**src/flash_feature_pkg.sv**
```systemverilog
// Package with the feature map, field positions, reset values and opcodes.
package flash_feature_pkg;

  // ************************************************************
  // Feature addresses
  // ************************************************************
  localparam logic [7:0] LOCK_CFG_ADDR   = 8'ha0;
  localparam logic [7:0] OPTIONS_ADDR    = 8'hb0;
  localparam logic [7:0] STATUS_ADDR     = 8'hc0;
  localparam logic [7:0] THRESHOLD_ADDR  = 8'h10;

  // ************************************************************
  // Opcodes
  // ************************************************************
  localparam logic [7:0] OP_SET_FEATURE  = 8'h1f;
  localparam logic [7:0] OP_GET_FEATURE  = 8'h0f;
  localparam logic [7:0] OP_WRITE_EN     = 8'h06;
  localparam logic [7:0] OP_WRITE_DIS    = 8'h04;

  // ************************************************************
  // Field positions
  // ************************************************************
  localparam int LOCK_WD_BIT     = 7;
  localparam int LOCK_RANGE_LSB  = 3;
  localparam int ID_READ_BIT     = 6;
  localparam int ECC_EN_BIT      = 4;
  localparam int PROTECT_EN_BIT  = 2;
  localparam int FAST_READ_BIT   = 1;
  localparam int HOLD_DIS_BIT    = 0;
  localparam int ECC_STAT_LSB    = 4;
  localparam int PROG_FAIL_BIT   = 3;
  localparam int ERASE_FAIL_BIT  = 2;
  localparam int WLATCH_BIT      = 1;
  localparam int BUSY_BIT        = 0;

  // ************************************************************
  // Writable masks and reset values
  // ************************************************************
  localparam logic [7:0] LOCK_CFG_MASK   = 8'hb8;
  localparam logic [7:0] OPTIONS_MASK    = 8'h57;
  localparam logic [7:0] THRESHOLD_MASK  = 8'hf0;
  localparam logic [7:0] LOCK_CFG_RESET  = 8'h38;
  localparam logic [7:0] OPTIONS_RESET   = 8'h12;
  localparam logic [7:0] THRESHOLD_RESET = 8'h00;

  // ************************************************************
  // Lock range and correction status codes
  // ************************************************************
  localparam logic [2:0] RANGE_NONE      = 3'h0;
  localparam logic [2:0] RANGE_ALL       = 3'h7;
  localparam logic [1:0] ECC_CLEAN       = 2'h0;
  localparam logic [1:0] ECC_FIXED_LOW   = 2'h1;
  localparam logic [1:0] ECC_FAILED      = 2'h2;
  localparam logic [1:0] ECC_FIXED_HIGH  = 2'h3;

  localparam int BLOCK_ADDR_W = 11;

endpackage

```
**src/link_bus_if.sv**
```systemverilog
// Interface carrying decoded link bytes from the shifter to the register bank.
`timescale 1ns/1ps
interface link_bus_if;
  logic       frameActive;
  logic       frameStart;
  logic       byteValid;
  logic [7:0] rxByte;
  logic       loadTx;
  logic [7:0] txByte;

  modport shifter (output frameActive, output frameStart, output byteValid, output rxByte,
                   input loadTx, input txByte);
  modport bank (input frameActive, input frameStart, input byteValid, input rxByte,
                output loadTx, output txByte);
endinterface

```
**src/serial_flash_feature_regs.sv**
```systemverilog
// Feature register bank of a serial NAND flash, reached by the host over the link.
`timescale 1ns/1ps
module serial_flash_feature_regs
  import flash_feature_pkg::*;
(
  input  wire logic                                     sys_clk,
  input  wire logic                                     rst_n,
  input  wire logic                                     sclkPin,
  input  wire logic                                     csPin_n,
  input  wire logic                                     mosiPin,
  input  wire logic                                     writeGuardPin_n,
  input  wire logic                                     cmdResetPulse,
  input  wire logic                                     opBusy,
  input  wire logic                                     opDone,
  input  wire logic                                     opProgFail,
  input  wire logic                                     opEraseFail,
  input  wire logic                                     opReadDone,
  input  wire logic [3:0]                               opFlipCount,
  input  wire logic                                     opUncorrectable,
  input  wire logic                                     opCmdAccepted,
  input  wire logic [flash_feature_pkg::BLOCK_ADDR_W-1:0] opBlockAddr,
  output logic                                          misoPin,
  output logic                                          misoOe_n,
  output logic                                          lockRangeHit,
  output logic                                          idReadMode,
  output logic                                          eccEnable,
  output logic                                          protectEnable,
  output logic                                          fastReadEnable,
  output logic                                          holdDisable,
  output logic                                          writeLatch
);
  import flash_feature_pkg::*;

  // ************************************************************
  // Link and lock decode
  // ************************************************************
  link_bus_if lnk ();
  logic       misoRaw;
  logic       blockLocked;

  link_shifter u_shift (
    .sys_clk (sys_clk),
    .rst_n   (rst_n),
    .sclkPin (sclkPin),
    .csPin_n (csPin_n),
    .mosiPin (mosiPin),
    .misoOut (misoRaw),
    .lnk     (lnk.shifter)
  );

  // ************************************************************
  // State
  // ************************************************************
  typedef enum logic [2:0] {S_OPCODE, S_SET_ADDR, S_SET_DATA, S_GET_ADDR, S_GET_STREAM,
                            S_IGNORE} phase_t;

  typedef struct packed {
    phase_t     phase;
    logic [7:0] addr;
    logic [7:0] lockCfg;
    logic [7:0] options;
    logic [7:0] threshold;
    logic       wlatch;
    logic       progFail;
    logic       eraseFail;
    logic [1:0] eccStat;
    logic       guardS1;
    logic       guardS2;
    logic       loadTx;
    logic [7:0] txByte;
    logic       miso;
    logic       misoOe_n;
    logic       locked;
  } bank_t;

  bank_t cur_q;
  bank_t nxt_d;

  lock_decoder u_lock (
    .range     (cur_q.lockCfg[LOCK_RANGE_LSB +: 3]),
    .blockAddr (opBlockAddr),
    .locked    (blockLocked)
  );

  // Readback of an address, reserved bits forced to zero; status is built live.
  function automatic logic [7:0] readback(input bank_t s, input logic [7:0] a, input logic busy);
    logic [7:0] v;
    v = 8'h00;
    case (a)
      LOCK_CFG_ADDR:  v = s.lockCfg & LOCK_CFG_MASK;
      OPTIONS_ADDR:   v = s.options & OPTIONS_MASK;
      THRESHOLD_ADDR: v = s.threshold & THRESHOLD_MASK;
      STATUS_ADDR: begin
        v[ECC_STAT_LSB +: 2] = s.eccStat;
        v[PROG_FAIL_BIT]     = s.progFail;
        v[ERASE_FAIL_BIT]    = s.eraseFail;
        v[WLATCH_BIT]        = s.wlatch;
        v[BUSY_BIT]          = busy;
      end
      default:        v = 8'h00;
    endcase
    return v;
  endfunction

  // ************************************************************
  // Next state
  // ************************************************************
  always_comb begin
    nxt_d         = cur_q;
    nxt_d.loadTx  = 1'b0;
    nxt_d.guardS1 = writeGuardPin_n;
    nxt_d.guardS2 = cur_q.guardS1;
    nxt_d.miso    = misoRaw;
    nxt_d.locked  = blockLocked;

    // Fail flags clear when the next command is taken; an outcome reported
    // in the same cycle wins so a failure is never lost.
    if (opCmdAccepted) begin
      nxt_d.progFail  = 1'b0;
      nxt_d.eraseFail = 1'b0;
    end
    if (opDone) begin
      nxt_d.progFail  = opProgFail;
      nxt_d.eraseFail = opEraseFail;
    end
    if (opReadDone) begin
      if (!cur_q.options[ECC_EN_BIT] || opFlipCount == 4'h0) begin
        nxt_d.eccStat = ECC_CLEAN;
      end else if (opUncorrectable) begin
        nxt_d.eccStat = ECC_FAILED;
      end else if (opFlipCount >= cur_q.threshold[7:4]) begin
        nxt_d.eccStat = ECC_FIXED_HIGH;
      end else begin
        nxt_d.eccStat = ECC_FIXED_LOW;
      end
    end

    if (!lnk.frameActive) begin
      nxt_d.phase    = S_OPCODE;
      nxt_d.misoOe_n = 1'b1;
    end else if (lnk.byteValid) begin
      case (cur_q.phase)
        S_OPCODE: begin
          case (lnk.rxByte)
            OP_SET_FEATURE: nxt_d.phase = S_SET_ADDR;
            OP_GET_FEATURE: nxt_d.phase = S_GET_ADDR;
            OP_WRITE_EN: begin
              nxt_d.wlatch = 1'b1;
              nxt_d.phase  = S_IGNORE;
            end
            OP_WRITE_DIS: begin
              nxt_d.wlatch = 1'b0;
              nxt_d.phase  = S_IGNORE;
            end
            default: nxt_d.phase = S_IGNORE;
          endcase
        end
        S_SET_ADDR: begin
          nxt_d.addr  = lnk.rxByte;
          nxt_d.phase = S_SET_DATA;
        end
        S_SET_DATA: begin
          nxt_d.phase = S_IGNORE;
          case (cur_q.addr)
            LOCK_CFG_ADDR: begin
              if (!(cur_q.lockCfg[LOCK_WD_BIT] && !cur_q.guardS2)) begin
                nxt_d.lockCfg = lnk.rxByte & LOCK_CFG_MASK;
              end
            end
            OPTIONS_ADDR:   nxt_d.options   = lnk.rxByte & OPTIONS_MASK;
            THRESHOLD_ADDR: nxt_d.threshold = lnk.rxByte & THRESHOLD_MASK;
            default:        nxt_d.phase     = S_IGNORE;
          endcase
        end
        S_GET_ADDR: begin
          nxt_d.addr     = lnk.rxByte;
          nxt_d.phase    = S_GET_STREAM;
          nxt_d.misoOe_n = 1'b0;
          nxt_d.loadTx   = 1'b1;
          nxt_d.txByte   = readback(cur_q, lnk.rxByte, opBusy);
        end
        S_GET_STREAM: begin
          // Reload each byte boundary so busy and fail bits are fresh.
          nxt_d.loadTx = 1'b1;
          nxt_d.txByte = readback(cur_q, cur_q.addr, opBusy);
        end
        S_IGNORE: nxt_d.phase = S_IGNORE;
        default:  nxt_d.phase = S_IGNORE;
      endcase
    end
  end

  // ************************************************************
  // Registers
  // ************************************************************
  // The reset input is the power-on reset; a reset command only aborts the
  // array operation outside, so it leaves the settings here alone.
  always_ff @(posedge sys_clk) begin
    if (!rst_n) begin
      cur_q           <= '0;
      cur_q.phase     <= S_OPCODE;
      cur_q.lockCfg   <= LOCK_CFG_RESET;
      cur_q.options   <= OPTIONS_RESET;
      cur_q.threshold <= THRESHOLD_RESET;
      cur_q.misoOe_n  <= 1'b1;
      cur_q.guardS1   <= 1'b1;
      cur_q.guardS2   <= 1'b1;
      cur_q.locked    <= 1'b1;
    end else begin
      cur_q <= nxt_d;
    end
  end

  assign misoPin        = cur_q.miso;
  assign misoOe_n       = cur_q.misoOe_n;
  assign lockRangeHit   = cur_q.locked;
  assign idReadMode     = cur_q.options[ID_READ_BIT];
  assign eccEnable      = cur_q.options[ECC_EN_BIT];
  assign protectEnable  = cur_q.options[PROTECT_EN_BIT];
  assign fastReadEnable = cur_q.options[FAST_READ_BIT];
  assign holdDisable    = cur_q.options[HOLD_DIS_BIT];
  assign writeLatch     = cur_q.wlatch;
  assign lnk.loadTx     = cur_q.loadTx;
  assign lnk.txByte     = cur_q.txByte;

  // ************************************************************
  // Checks
  // ************************************************************
  a_guard_blocks_lock: assert property (@(posedge sys_clk) disable iff (!rst_n)
    (cur_q.lockCfg[LOCK_WD_BIT] && !cur_q.guardS2) |=> $stable(cur_q.lockCfg))
    else $error("lock register changed while guarded");
  a_latch_only_cmds: assert property (@(posedge sys_clk) disable iff (!rst_n)
    $changed(cur_q.wlatch) |-> $past(cur_q.phase) == S_OPCODE && $past(lnk.byteValid))
    else $error("write latch changed outside its commands");
  a_reserved_zero: assert property (@(posedge sys_clk) disable iff (!rst_n)
    (cur_q.lockCfg & ~LOCK_CFG_MASK) == 8'h00 && (cur_q.options & ~OPTIONS_MASK) == 8'h00)
    else $error("reserved bit set");
  a_fail_hold: assert property (@(posedge sys_clk) disable iff (!rst_n)
    (cur_q.progFail && !opCmdAccepted && !opDone) |=> cur_q.progFail)
    else $error("program fail dropped early");
  a_fail_source: assert property (@(posedge sys_clk) disable iff (!rst_n)
    ($changed(cur_q.progFail) || $changed(cur_q.eraseFail))
    |-> ($past(opDone) || $past(opCmdAccepted)))
    else $error("fail flag moved without an operation result");
  a_ecc_high: assert property (@(posedge sys_clk) disable iff (!rst_n)
    (opReadDone && eccEnable && !opUncorrectable && opFlipCount != 4'h0
     && opFlipCount >= cur_q.threshold[7:4]) |=> cur_q.eccStat == ECC_FIXED_HIGH)
    else $error("wrong correction status");
  a_ecc_failed: assert property (@(posedge sys_clk) disable iff (!rst_n)
    (opReadDone && eccEnable && opUncorrectable && opFlipCount != 4'h0)
    |=> cur_q.eccStat == ECC_FAILED)
    else $error("uncorrectable read not reported");
  a_option_write: assert property (@(posedge sys_clk) disable iff (!rst_n)
    (cur_q.phase == S_SET_DATA && lnk.frameActive && lnk.byteValid && cur_q.addr == OPTIONS_ADDR)
    |=> cur_q.options == ($past(lnk.rxByte) & OPTIONS_MASK))
    else $error("option write not applied");
  a_reset_keeps: assert property (@(posedge sys_clk) disable iff (!rst_n)
    (cmdResetPulse && !lnk.byteValid) |=> $stable(cur_q.options) && $stable(cur_q.lockCfg))
    else $error("settings changed by a reset command");
  a_stream_reload: assert property (@(posedge sys_clk) disable iff (!rst_n)
    (cur_q.phase == S_GET_STREAM && lnk.byteValid && lnk.frameActive) |=> cur_q.loadTx)
    else $error("stream byte not reloaded");
  a_busy_shown: assert property (@(posedge sys_clk) disable iff (!rst_n)
    (cur_q.phase == S_GET_STREAM && cur_q.addr == STATUS_ADDR && lnk.byteValid)
    |=> cur_q.txByte[BUSY_BIT] == $past(opBusy))
    else $error("status byte busy bit stale");
  a_oe_off_idle: assert property (@(posedge sys_clk) disable iff (!rst_n)
    !lnk.frameActive |=> misoOe_n)
    else $error("output driven outside a frame");
  a_oe_stream: assert property (@(posedge sys_clk) disable iff (!rst_n)
    cur_q.phase == S_GET_STREAM |-> !misoOe_n)
    else $error("output idle during a feature read");
  c_set_feature: cover property (@(posedge sys_clk) disable iff (!rst_n)
    cur_q.phase == S_SET_DATA ##1 cur_q.phase == S_IGNORE);
  c_status_poll: cover property (@(posedge sys_clk) disable iff (!rst_n)
    cur_q.phase == S_GET_STREAM && opBusy ##1 !opBusy);
  c_guarded: cover property (@(posedge sys_clk) disable iff (!rst_n)
    cur_q.lockCfg[LOCK_WD_BIT] && !cur_q.guardS2);

endmodule

```
**src/link_shifter.sv**
```systemverilog
// Serial link shifter: synchronises the host pins and moves bytes MSB first.
`timescale 1ns/1ps
module link_shifter
  import flash_feature_pkg::*;
(
  input  wire logic sys_clk,
  input  wire logic rst_n,
  input  wire logic sclkPin,
  input  wire logic csPin_n,
  input  wire logic mosiPin,
  output logic      misoOut,
  link_bus_if.shifter lnk
);

  // ************************************************************
  // State
  // ************************************************************
  typedef struct packed {
    logic [1:0] sclkSync;
    logic [1:0] csSync;
    logic [1:0] mosiSync;
    logic       sclkLast;
    logic [2:0] bitCnt;
    logic [7:0] rxShift;
    logic [7:0] txShift;
    logic       frame;
    logic       start;
    logic       valid;
    logic [7:0] rxByte;
    logic       miso;
  } shift_t;

  shift_t cur_q;
  shift_t nxt_d;
  logic   rise;
  logic   fall;

  always_comb begin
    nxt_d = cur_q;
    nxt_d.sclkSync = {cur_q.sclkSync[0], sclkPin};
    nxt_d.csSync   = {cur_q.csSync[0], csPin_n};
    nxt_d.mosiSync = {cur_q.mosiSync[0], mosiPin};
    nxt_d.sclkLast = cur_q.sclkSync[1];
    rise = cur_q.sclkSync[1] & ~cur_q.sclkLast;
    fall = ~cur_q.sclkSync[1] & cur_q.sclkLast;
    nxt_d.start = 1'b0;
    nxt_d.valid = 1'b0;
    if (cur_q.csSync[1]) begin
      nxt_d.frame  = 1'b0;
      nxt_d.bitCnt = 3'h0;
    end else begin
      if (!cur_q.frame) begin
        nxt_d.frame = 1'b1;
        nxt_d.start = 1'b1;
      end
      // Data is taken on the rising edge and launched on the falling edge.
      if (rise) begin
        nxt_d.rxShift = {cur_q.rxShift[6:0], cur_q.mosiSync[1]};
        nxt_d.bitCnt  = cur_q.bitCnt + 3'h1;
        if (cur_q.bitCnt == 3'h7) begin
          nxt_d.valid  = 1'b1;
          nxt_d.rxByte = {cur_q.rxShift[6:0], cur_q.mosiSync[1]};
        end
      end
      if (fall) begin
        nxt_d.miso    = cur_q.txShift[7];
        nxt_d.txShift = {cur_q.txShift[6:0], 1'b0};
      end
    end
    if (lnk.loadTx) begin
      nxt_d.txShift = lnk.txByte;
    end
  end

  always_ff @(posedge sys_clk) begin
    if (!rst_n) begin
      cur_q <= '0;
    end else begin
      cur_q <= nxt_d;
    end
  end

  assign lnk.frameActive = cur_q.frame;
  assign lnk.frameStart  = cur_q.start;
  assign lnk.byteValid   = cur_q.valid;
  assign lnk.rxByte      = cur_q.rxByte;
  assign misoOut         = cur_q.miso;

endmodule

```
**src/lock_decoder.sv**
```systemverilog
// Lock range decoder: tells whether a block falls in the locked upper region.
`timescale 1ns/1ps
module lock_decoder
  import flash_feature_pkg::*;
(
  input  wire logic [2:0]              range,
  input  wire logic [BLOCK_ADDR_W-1:0] blockAddr,
  output logic                         locked
);

  // ************************************************************
  // Decode
  // ************************************************************
  // Codes 1..6 lock the upper 1/64 .. 1/2, so the top (7-code) address bits
  // must all be ones; zero unlocks everything and seven locks everything.
  always_comb begin
    locked = 1'b0;
    case (range)
      RANGE_NONE: locked = 1'b0;
      RANGE_ALL:  locked = 1'b1;
      3'h1:       locked = &blockAddr[10:5];
      3'h2:       locked = &blockAddr[10:6];
      3'h3:       locked = &blockAddr[10:7];
      3'h4:       locked = &blockAddr[10:8];
      3'h5:       locked = &blockAddr[10:9];
      3'h6:       locked = blockAddr[10];
      default:    locked = 1'b1;
    endcase
  end

endmodule

```
**config.mk**
```make
export PLATFORM = sky130hd
export DESIGN_NAME = serial_flash_feature_regs
export DESIGN_NICKNAME = d
export VERILOG_FILES = /design/src/flash_feature_pkg.sv /design/src/link_bus_if.sv /design/src/serial_flash_feature_regs.sv /design/src/link_shifter.sv /design/src/lock_decoder.sv
export SDC_FILE = /design/constraint.sdc
export NUM_CORES = 1
export LEC_CHECK = 0
export BUFFER_PORTS_ARGS = -buffer_cell sky130_fd_sc_hd__buf_2
export CORE_MARGIN = 3
export CORE_UTILIZATION = 45
export DETAILED_ROUTE_END_ITERATION = 6
export GPL_ROUTABILITY_DRIVEN = 0
export MAX_ROUTING_LAYER = met4
export PLACE_DENSITY = 0.76
export REMOVE_ABC_BUFFERS = 1
export SLEW_MARGIN = 10
export SYNTH_ARGS = -nofsm -noshare
export SYNTH_HDL_FRONTEND = slang
export SYNTH_HIERARCHICAL = 1
export SYNTH_SLANG_ARGS = --single-unit
export TNS_END_PERCENT = 50
```
**constraint.sdc**
```tcl
create_clock -name sys_clk -period 3.2 [get_ports sys_clk]
set_input_delay 0.64 -clock sys_clk [delete_from_list [all_inputs] [get_ports sys_clk]]
set_output_delay 0.64 -clock sys_clk [all_outputs]
set_load 0.03 [all_outputs]
```
==> metrics, run 1 <==
CTS tree yes; Mapped Area 3731 um^2; CTS Sinks 79; final setup violating endpoints 0; CP required 3.49 ns; initial antenna violation count 0; vias in the first global route 2828; # fillers 753; final WL 7429 um; row count 32; Nets 468; Port Buffers 31; element type at the critical path end register; launching point of the worst reg2reg path cur_q[49]; Setup Skew 0.006968 ns; Area Growth Syn to Fin 7.579%; H-Tree Depth 3; Hold WC Path Type reg -> reg; worst slew pin tran 0.9127 ns; fraction of layout cells with a size suffix above 1 0.1373; worst hold endpoint cur_q[12]; Reg-to-Reg End lnk.txByte[3]; status finished clean; RSZ-0062 raised after global routing false; fin. max-slew vios 0; Hold Path Stages 1; crit path launch type register; Met3 Routed Length 397 um; post-route ant nets 0; # Post-CTS Setup Buffers 0; IO Count 38; GRT overflow 0; Max clock buf depth 2; Synth Warn # 6; Hold Buf Count CTS 0; Post-DP HPWL 5340 um; FMAX 0.5405 GHz; Clock Latency Late Sink 0.35 ns; final design utilization 0.5089; Max Cap Viol 0; DR WL/cell 13.78 um; post-layout min period 1.850 ns; Lkg Pwr 0.001481 uW; worst rel slew slack 0.3888; Fin Setup TNS 0 ns; CTS root buf clkbuf_8; kind of critical path reg -> reg; Avg Inst Size Synth 8.862 um^2; HP Start cur_q[13]; die height 97.06 um; dpl ws 1.343 ns; Num CTS Buffers 9; Iter 0 DRT Violations 282; Max FO, Critical Path 11; starting density of the core 0.4730; GRT Total Usage 0.1702; Avg Vias per Cell 5.456; met2 wire length 3517 um; reg2reg path depth 5; global-route wire length before repair 12940 um; final worst slack 1.350 ns; ant diodes 0; Worst Path Arrival 2.14 ns; fin crit share 0.5782; post-route DRC violation count 0; largest net degree at the start of global routing 82; peak supply drop 0.2618 mV; core outline area 7888 um^2; die width 97.06 um; endpoints failing hold 0; Reg2Reg Setup Slack 1.35 ns; Initial DRT Pass Iterations 4; Post-CTS Resized 0; top sig layer met4; clock-pin slew on the worst setup and hold paths 0.07 ns; vias 2941; met1 WL 3301 um; Cells after Synth 421; Die ar. 9420 um^2; PD cells 420.2 nW/um^2
## cell usage in the layout, fill, tap and decap left out, types with 2 or more instances in the layout
| cell | n |
|---|---|
| inv_1 | 12 |
| nand2_1 | 42 |
| and3_1 | 7 |
| and3b_1 | 4 |
| a21boi_0 | 9 |
| a22o_1 | 2 |
| nand3b_1 | 2 |
| a22oi_1 | 9 |
| a41oi_1 | 2 |
| nor3b_2 | 3 |
| o21ai_2 | 2 |
| a21oi_1 | 25 |
| nand3_1 | 17 |
| nor3_1 | 4 |
| o21ai_0 | 26 |
| nand2b_1 | 8 |
| buf_4 | 3 |
| clkbuf_8 | 10 |
| nor2_1 | 20 |
| or3_1 | 4 |
| clkinv_2 | 3 |
| nor3b_1 | 3 |
| a31oi_1 | 6 |
| mux2i_1 | 30 |
| or2_2 | 2 |
| o221ai_1 | 2 |
| dfxtp_1 | 79 |
| nor2b_1 | 23 |
| and2_1 | 14 |
| buf_2 | 31 |
| o22a_1 | 3 |
| o211ai_1 | 2 |
| ha_1 | 6 |
## power breakdown
group / leakage [uW] / switching (uW) / internal [uW] / total, uW
logic: 0.000756 / 31.4 / 30.1 / 61.5
clock network: 0.0000850 / 332 / 294 / 626
registers: 0.000639 / 7.06 / 992 / 999
## per-layer routing
metal	vias to the layer above	GRT usage
met5	-	-
met4	0	0.06156
met3	18	0.05384
met2	81	0.2675
met1	1347	0.2057
li1	1495	-
## stage by stage
step           instances  power (uW)  hold WS, ns  area [um^2]
6_report             539        1687       0.4075         4014
3_3_place_gp         524        1081       0.3945         3850
5_1_grt              539        1761       0.4198         4014
4_1_cts              539        1710       0.4121         4014
2_1_floorplan        388        1048       0.3863         3538
3_5_place_dp         524        1084       0.3941         3850
## sequential cells by signal, summed over array words and instances, names as in the netlist, 8 cells and up
| name | flops |
|---|---|
| cur_q | 25 |
| u_shift/cur_q | 25 |
| lnk.txByte | 8 |
| u_shift/lnk.rxByte | 8 |
## cell type report
type                            count  area [um^2]  area share
Clock buffer                       11        141.4     0.03522
Multi-Input combinational cell    297         1918      0.4779
Sequential cell                    79         1582      0.3940
Inverter                           12        45.04     0.01122
Tap cell                          102        127.6     0.03180
Clock inverter                      4        22.52    0.005611
Timing Repair Buffer               34        177.7     0.04426
## worst max path at each step
stage / from / end / slack [ns] / depth (start not counted)
floorplan: u_shift/cur_q[28] / u_shift/lnk.rxByte[0] / 0.88 / 4
global placement: rst_n / misoOe_n / 1.37 / 4
detailed placement: rst_n / misoOe_n / 1.34 / 4
CTS: cur_q[49] / lnk.txByte[3] / 1.37 / 5
global route: u_shift/lnk.rxByte[6] / lnk.txByte[2] / 1.09 / 5
finish: cur_q[49] / lnk.txByte[3] / 1.35 / 5
## worst max-delay path: stages (launching register included)
cell	delay, ns
dfxtp_1	0.51
nor3b_2	0.48
o2111ai_1	0.32
nor3_1	0.24
a31oi_1	0.07
a21oi_1	0.16
No activity file was read; power rests on OpenSTA's default activity.
==> inputs of run 2 (changes only) <==
--- a/config.mk
+++ b/config.mk
@@ -11,7 +11,7 @@
 export DETAILED_ROUTE_END_ITERATION = 6
 export GPL_ROUTABILITY_DRIVEN = 0
 export MAX_ROUTING_LAYER = met4
-export PLACE_DENSITY = 0.76
+export PLACE_DENSITY = 0.78
 export REMOVE_ABC_BUFFERS = 1
 export SLEW_MARGIN = 10
 export SYNTH_ARGS = -nofsm -noshare
==> constraint.sdc (replaced) <==
create_clock -name sys_clk -period 1.6 [get_ports sys_clk]
set_input_delay 0.32 -clock sys_clk [delete_from_list [all_inputs] [get_ports sys_clk]]
set_output_delay 0.32 -clock sys_clk [all_outputs]
set_load 0.03 [all_outputs]
==> run 2 against run 1 <==
  * Fmax grew 18%
  * Combinational power up 110%
  * Clock power rose by 130%
  * Power rose by 110%
  * Die area did not move
  * Cell count up 5.4%
  * Global-route usage up 0.81 points
  * Clock-buffer cell count did not move
  * Sequential share of layout area decreased by 2.7 points
  * Critical path depth grew 1
==> metrics, run 2 (synthesis results as in run 1) <==
HP Start writeGuardPin_n; vias in the first global route 2961 (+4.7%); reg2reg path depth 6 (+1); Clock Latency Late Sink 0.36 ns (about the same); CTS Sinks 79 (unchanged); row count 32 (unchanged); Worst Path Arrival 1.81 ns (-0.33 ns); core outline area 7888 um^2 (unchanged); final WL 8052 um (+8.4%); post-route cell area 4323 um^2 (+7.7%); kind of critical path reg -> reg; Lkg Pwr 0.001642 uW (+11%); CTS tree yes; Die ar. 9420 um^2 (unchanged); status finished clean; fraction of layout cells with a size suffix above 1 0.2253 (+0.08802); Nets 496 (+6.0%); fin crit share 0.9794 (+0.4012); RSZ-0062 raised after global routing true; Regs by FF count cur_q: 25 flops, u_shift/cur_q: 25 flops; peak supply drop 0.3976 mV (+52%); CP required 1.84 ns (-1.65 ns); CTS root buf clkbuf_8; post-route DRC violation count 0 (unchanged); most frequent cells in the layout 75 x dfxtp_1, 42 x nand2_1, 31 x buf_2, 31 x buf_4, 30 x mux2i_1; # Post-CTS Setup Buffers 0 (unchanged); GRT Total Usage 0.1783 (+0.008127); Hold Slack 0.1429 ns (-0.2646 ns); largest net degree at the start of global routing 38 (-54%); dpl cell area 4060 um^2 (+5.5%); die width 97.06 um (unchanged); endpoints failing hold 0 (unchanged); Area Growth Syn to Fin 15.86%; Psw 781.6 uW (+110%); Flop pwr share 0.556 (-0.036); worst rel slew slack 0.7480 (+0.3592); Avg Vias per Cell 5.465 (+0.15%); global-route wire length before repair 13580 um (+5.0%); Initial DRT Pass Iterations 5 (+1); clock-pin slew on the worst setup and hold paths 0.07 ns (about the same); crit path launch type register; final design utilization 0.5481 (+0.03918); element type at the critical path end register; launching point of the worst reg2reg path cur_q[46]; Combinational Power Share 0.036 (about the same); Hold WC Path Type in -> reg; initial antenna violation count 0 (unchanged); switching fraction of total power 0.2176 (-0.001863); Setup Skew 0.009454 ns (+0.002486 ns); final setup violating endpoints 0 (unchanged); PD cells 830.9 nW/um^2 (+98%); Hold Path Stages 2 (+1); FMAX 0.6382 GHz (+18%); worst slew pin tran 0.3776 ns (-0.5352 ns); Hold Buf Count CTS 0 (unchanged); starting density of the core 0.4730 (unchanged); post-layout min period 1.567 ns (-0.2832 ns); worst hold endpoint cur_q[13]; Max Cap Viol 0 (unchanged); Max FO, Critical Path 4 (-7); Reg-to-Reg End cur_q[40]; dpl ws -0.01741 ns (-1.360 ns); DR WL/cell 14.18 um (+2.9%); Reg2Reg Setup Slack 0.03 ns (-1.32 ns); Int Pwr 2810 uW (+110%); IO Count 38 (unchanged); Post-DP HPWL 5894 um (+10%); post-route ant nets 0 (unchanged); Iter 0 DRT Violations 210 (-26%); final worst slack 0.03302 ns (-1.317 ns); vias 3104 (+5.5%); fin. max-slew vios 0 (unchanged); GRT overflow 0 (unchanged); ant diodes 0 (unchanged); H-Tree Depth 3 (unchanged); Port Buffers 31 (unchanged); Clk network pwr share 0.408 (+0.037); die height 97.06 um (unchanged); Max clock buf depth 2 (unchanged); most common cell after layout, fill and taps aside dfxtp_1; Num CTS Buffers 9 (unchanged)
## run 2: cell types whose count changed in the layout (fill, tap and decap cells not counted), sizes merged
cell / before / now
clkinv: 3 / 2
inv: 12 / 13
buf: 34 / 62
bufinv: 0 / 1
## run 2: worst max path at each step
stage,startpoint,end,slack [ns],cells after the start
finish,cur_q[46],cur_q[40],0.03,6
floorplan,u_shift/cur_q[28],u_shift/lnk.rxByte[0],-0.72,4
global placement,cur_q[43],eccEnable,0.01,5
global route,cur_q[46],cur_q[39],-0.10,6
CTS,cur_q[46],lnk.txByte[7],0.005,6
detailed placement,cur_q[43],fastReadEnable,-0.02,5
## run 2: timing repair
| item | 4_1_cts | 5_1_grt |
|---|---|---|
| pin swaps | 2 | 3 |
| gates resized for setup | 8 | 11 |
| setup endpoints to repair | 11 | 24 |
| cloned | 0 | 0 |
## run 2: stage by stage
step / power, uW / TNS [ns] / instances
finish: 3592 / 0 / 568
CTS: 3634 / 0 / 568
floorplan: 2097 / -6.431 / 388
global route: 3743 / -0.6856 / 568
detailed placement: 2173 / -0.07792 / 552
global placement: 2166 / 0 / 552
## run 2: final cells by class
type | count | area (um^2)
fill | 717 | 3565
multi-input combinational | 297 | 1978
sequential | 79 | 1587
timing repair buffer | 62 | 387.9
clock buffer | 11 | 141.4
tap | 102 | 127.6
clock inverter | 5 | 56.30
inverter | 12 | 45.04
## run 2: critical path, stage by stage, from the launching register on
cell	delay, ns
dfxtp_2	0.34
nor4_4	0.31
buf_4	0.20
and4bb_2	0.28
o21ai_2	0.10
mux2i_1	0.16
nand2_1	0.07
## run 2: metal layers
layer | wire length (um) | share of wire | up-vias | track usage
li1 | - | - | 1556 | -
met1 | 3557 | 0.44 | 1416 | 0.2183
met2 | 3822 | 0.47 | 110 | 0.2749
met3 | 529 | 0.066 | 22 | 0.04810
met4 | 143 | 0.018 | 0 | 0.08099
met5 | 0 | 0 | - | -
## run 2: power groups by stage
stage               logic, uW  registers, uW  clock network, uW
floorplan                58.2           2040                  0
global placement          124           2040                  0
detailed placement        129           2040                  0
CTS                       129           2000               1510
global route              146           2000               1600
finish                    128           2000               1470
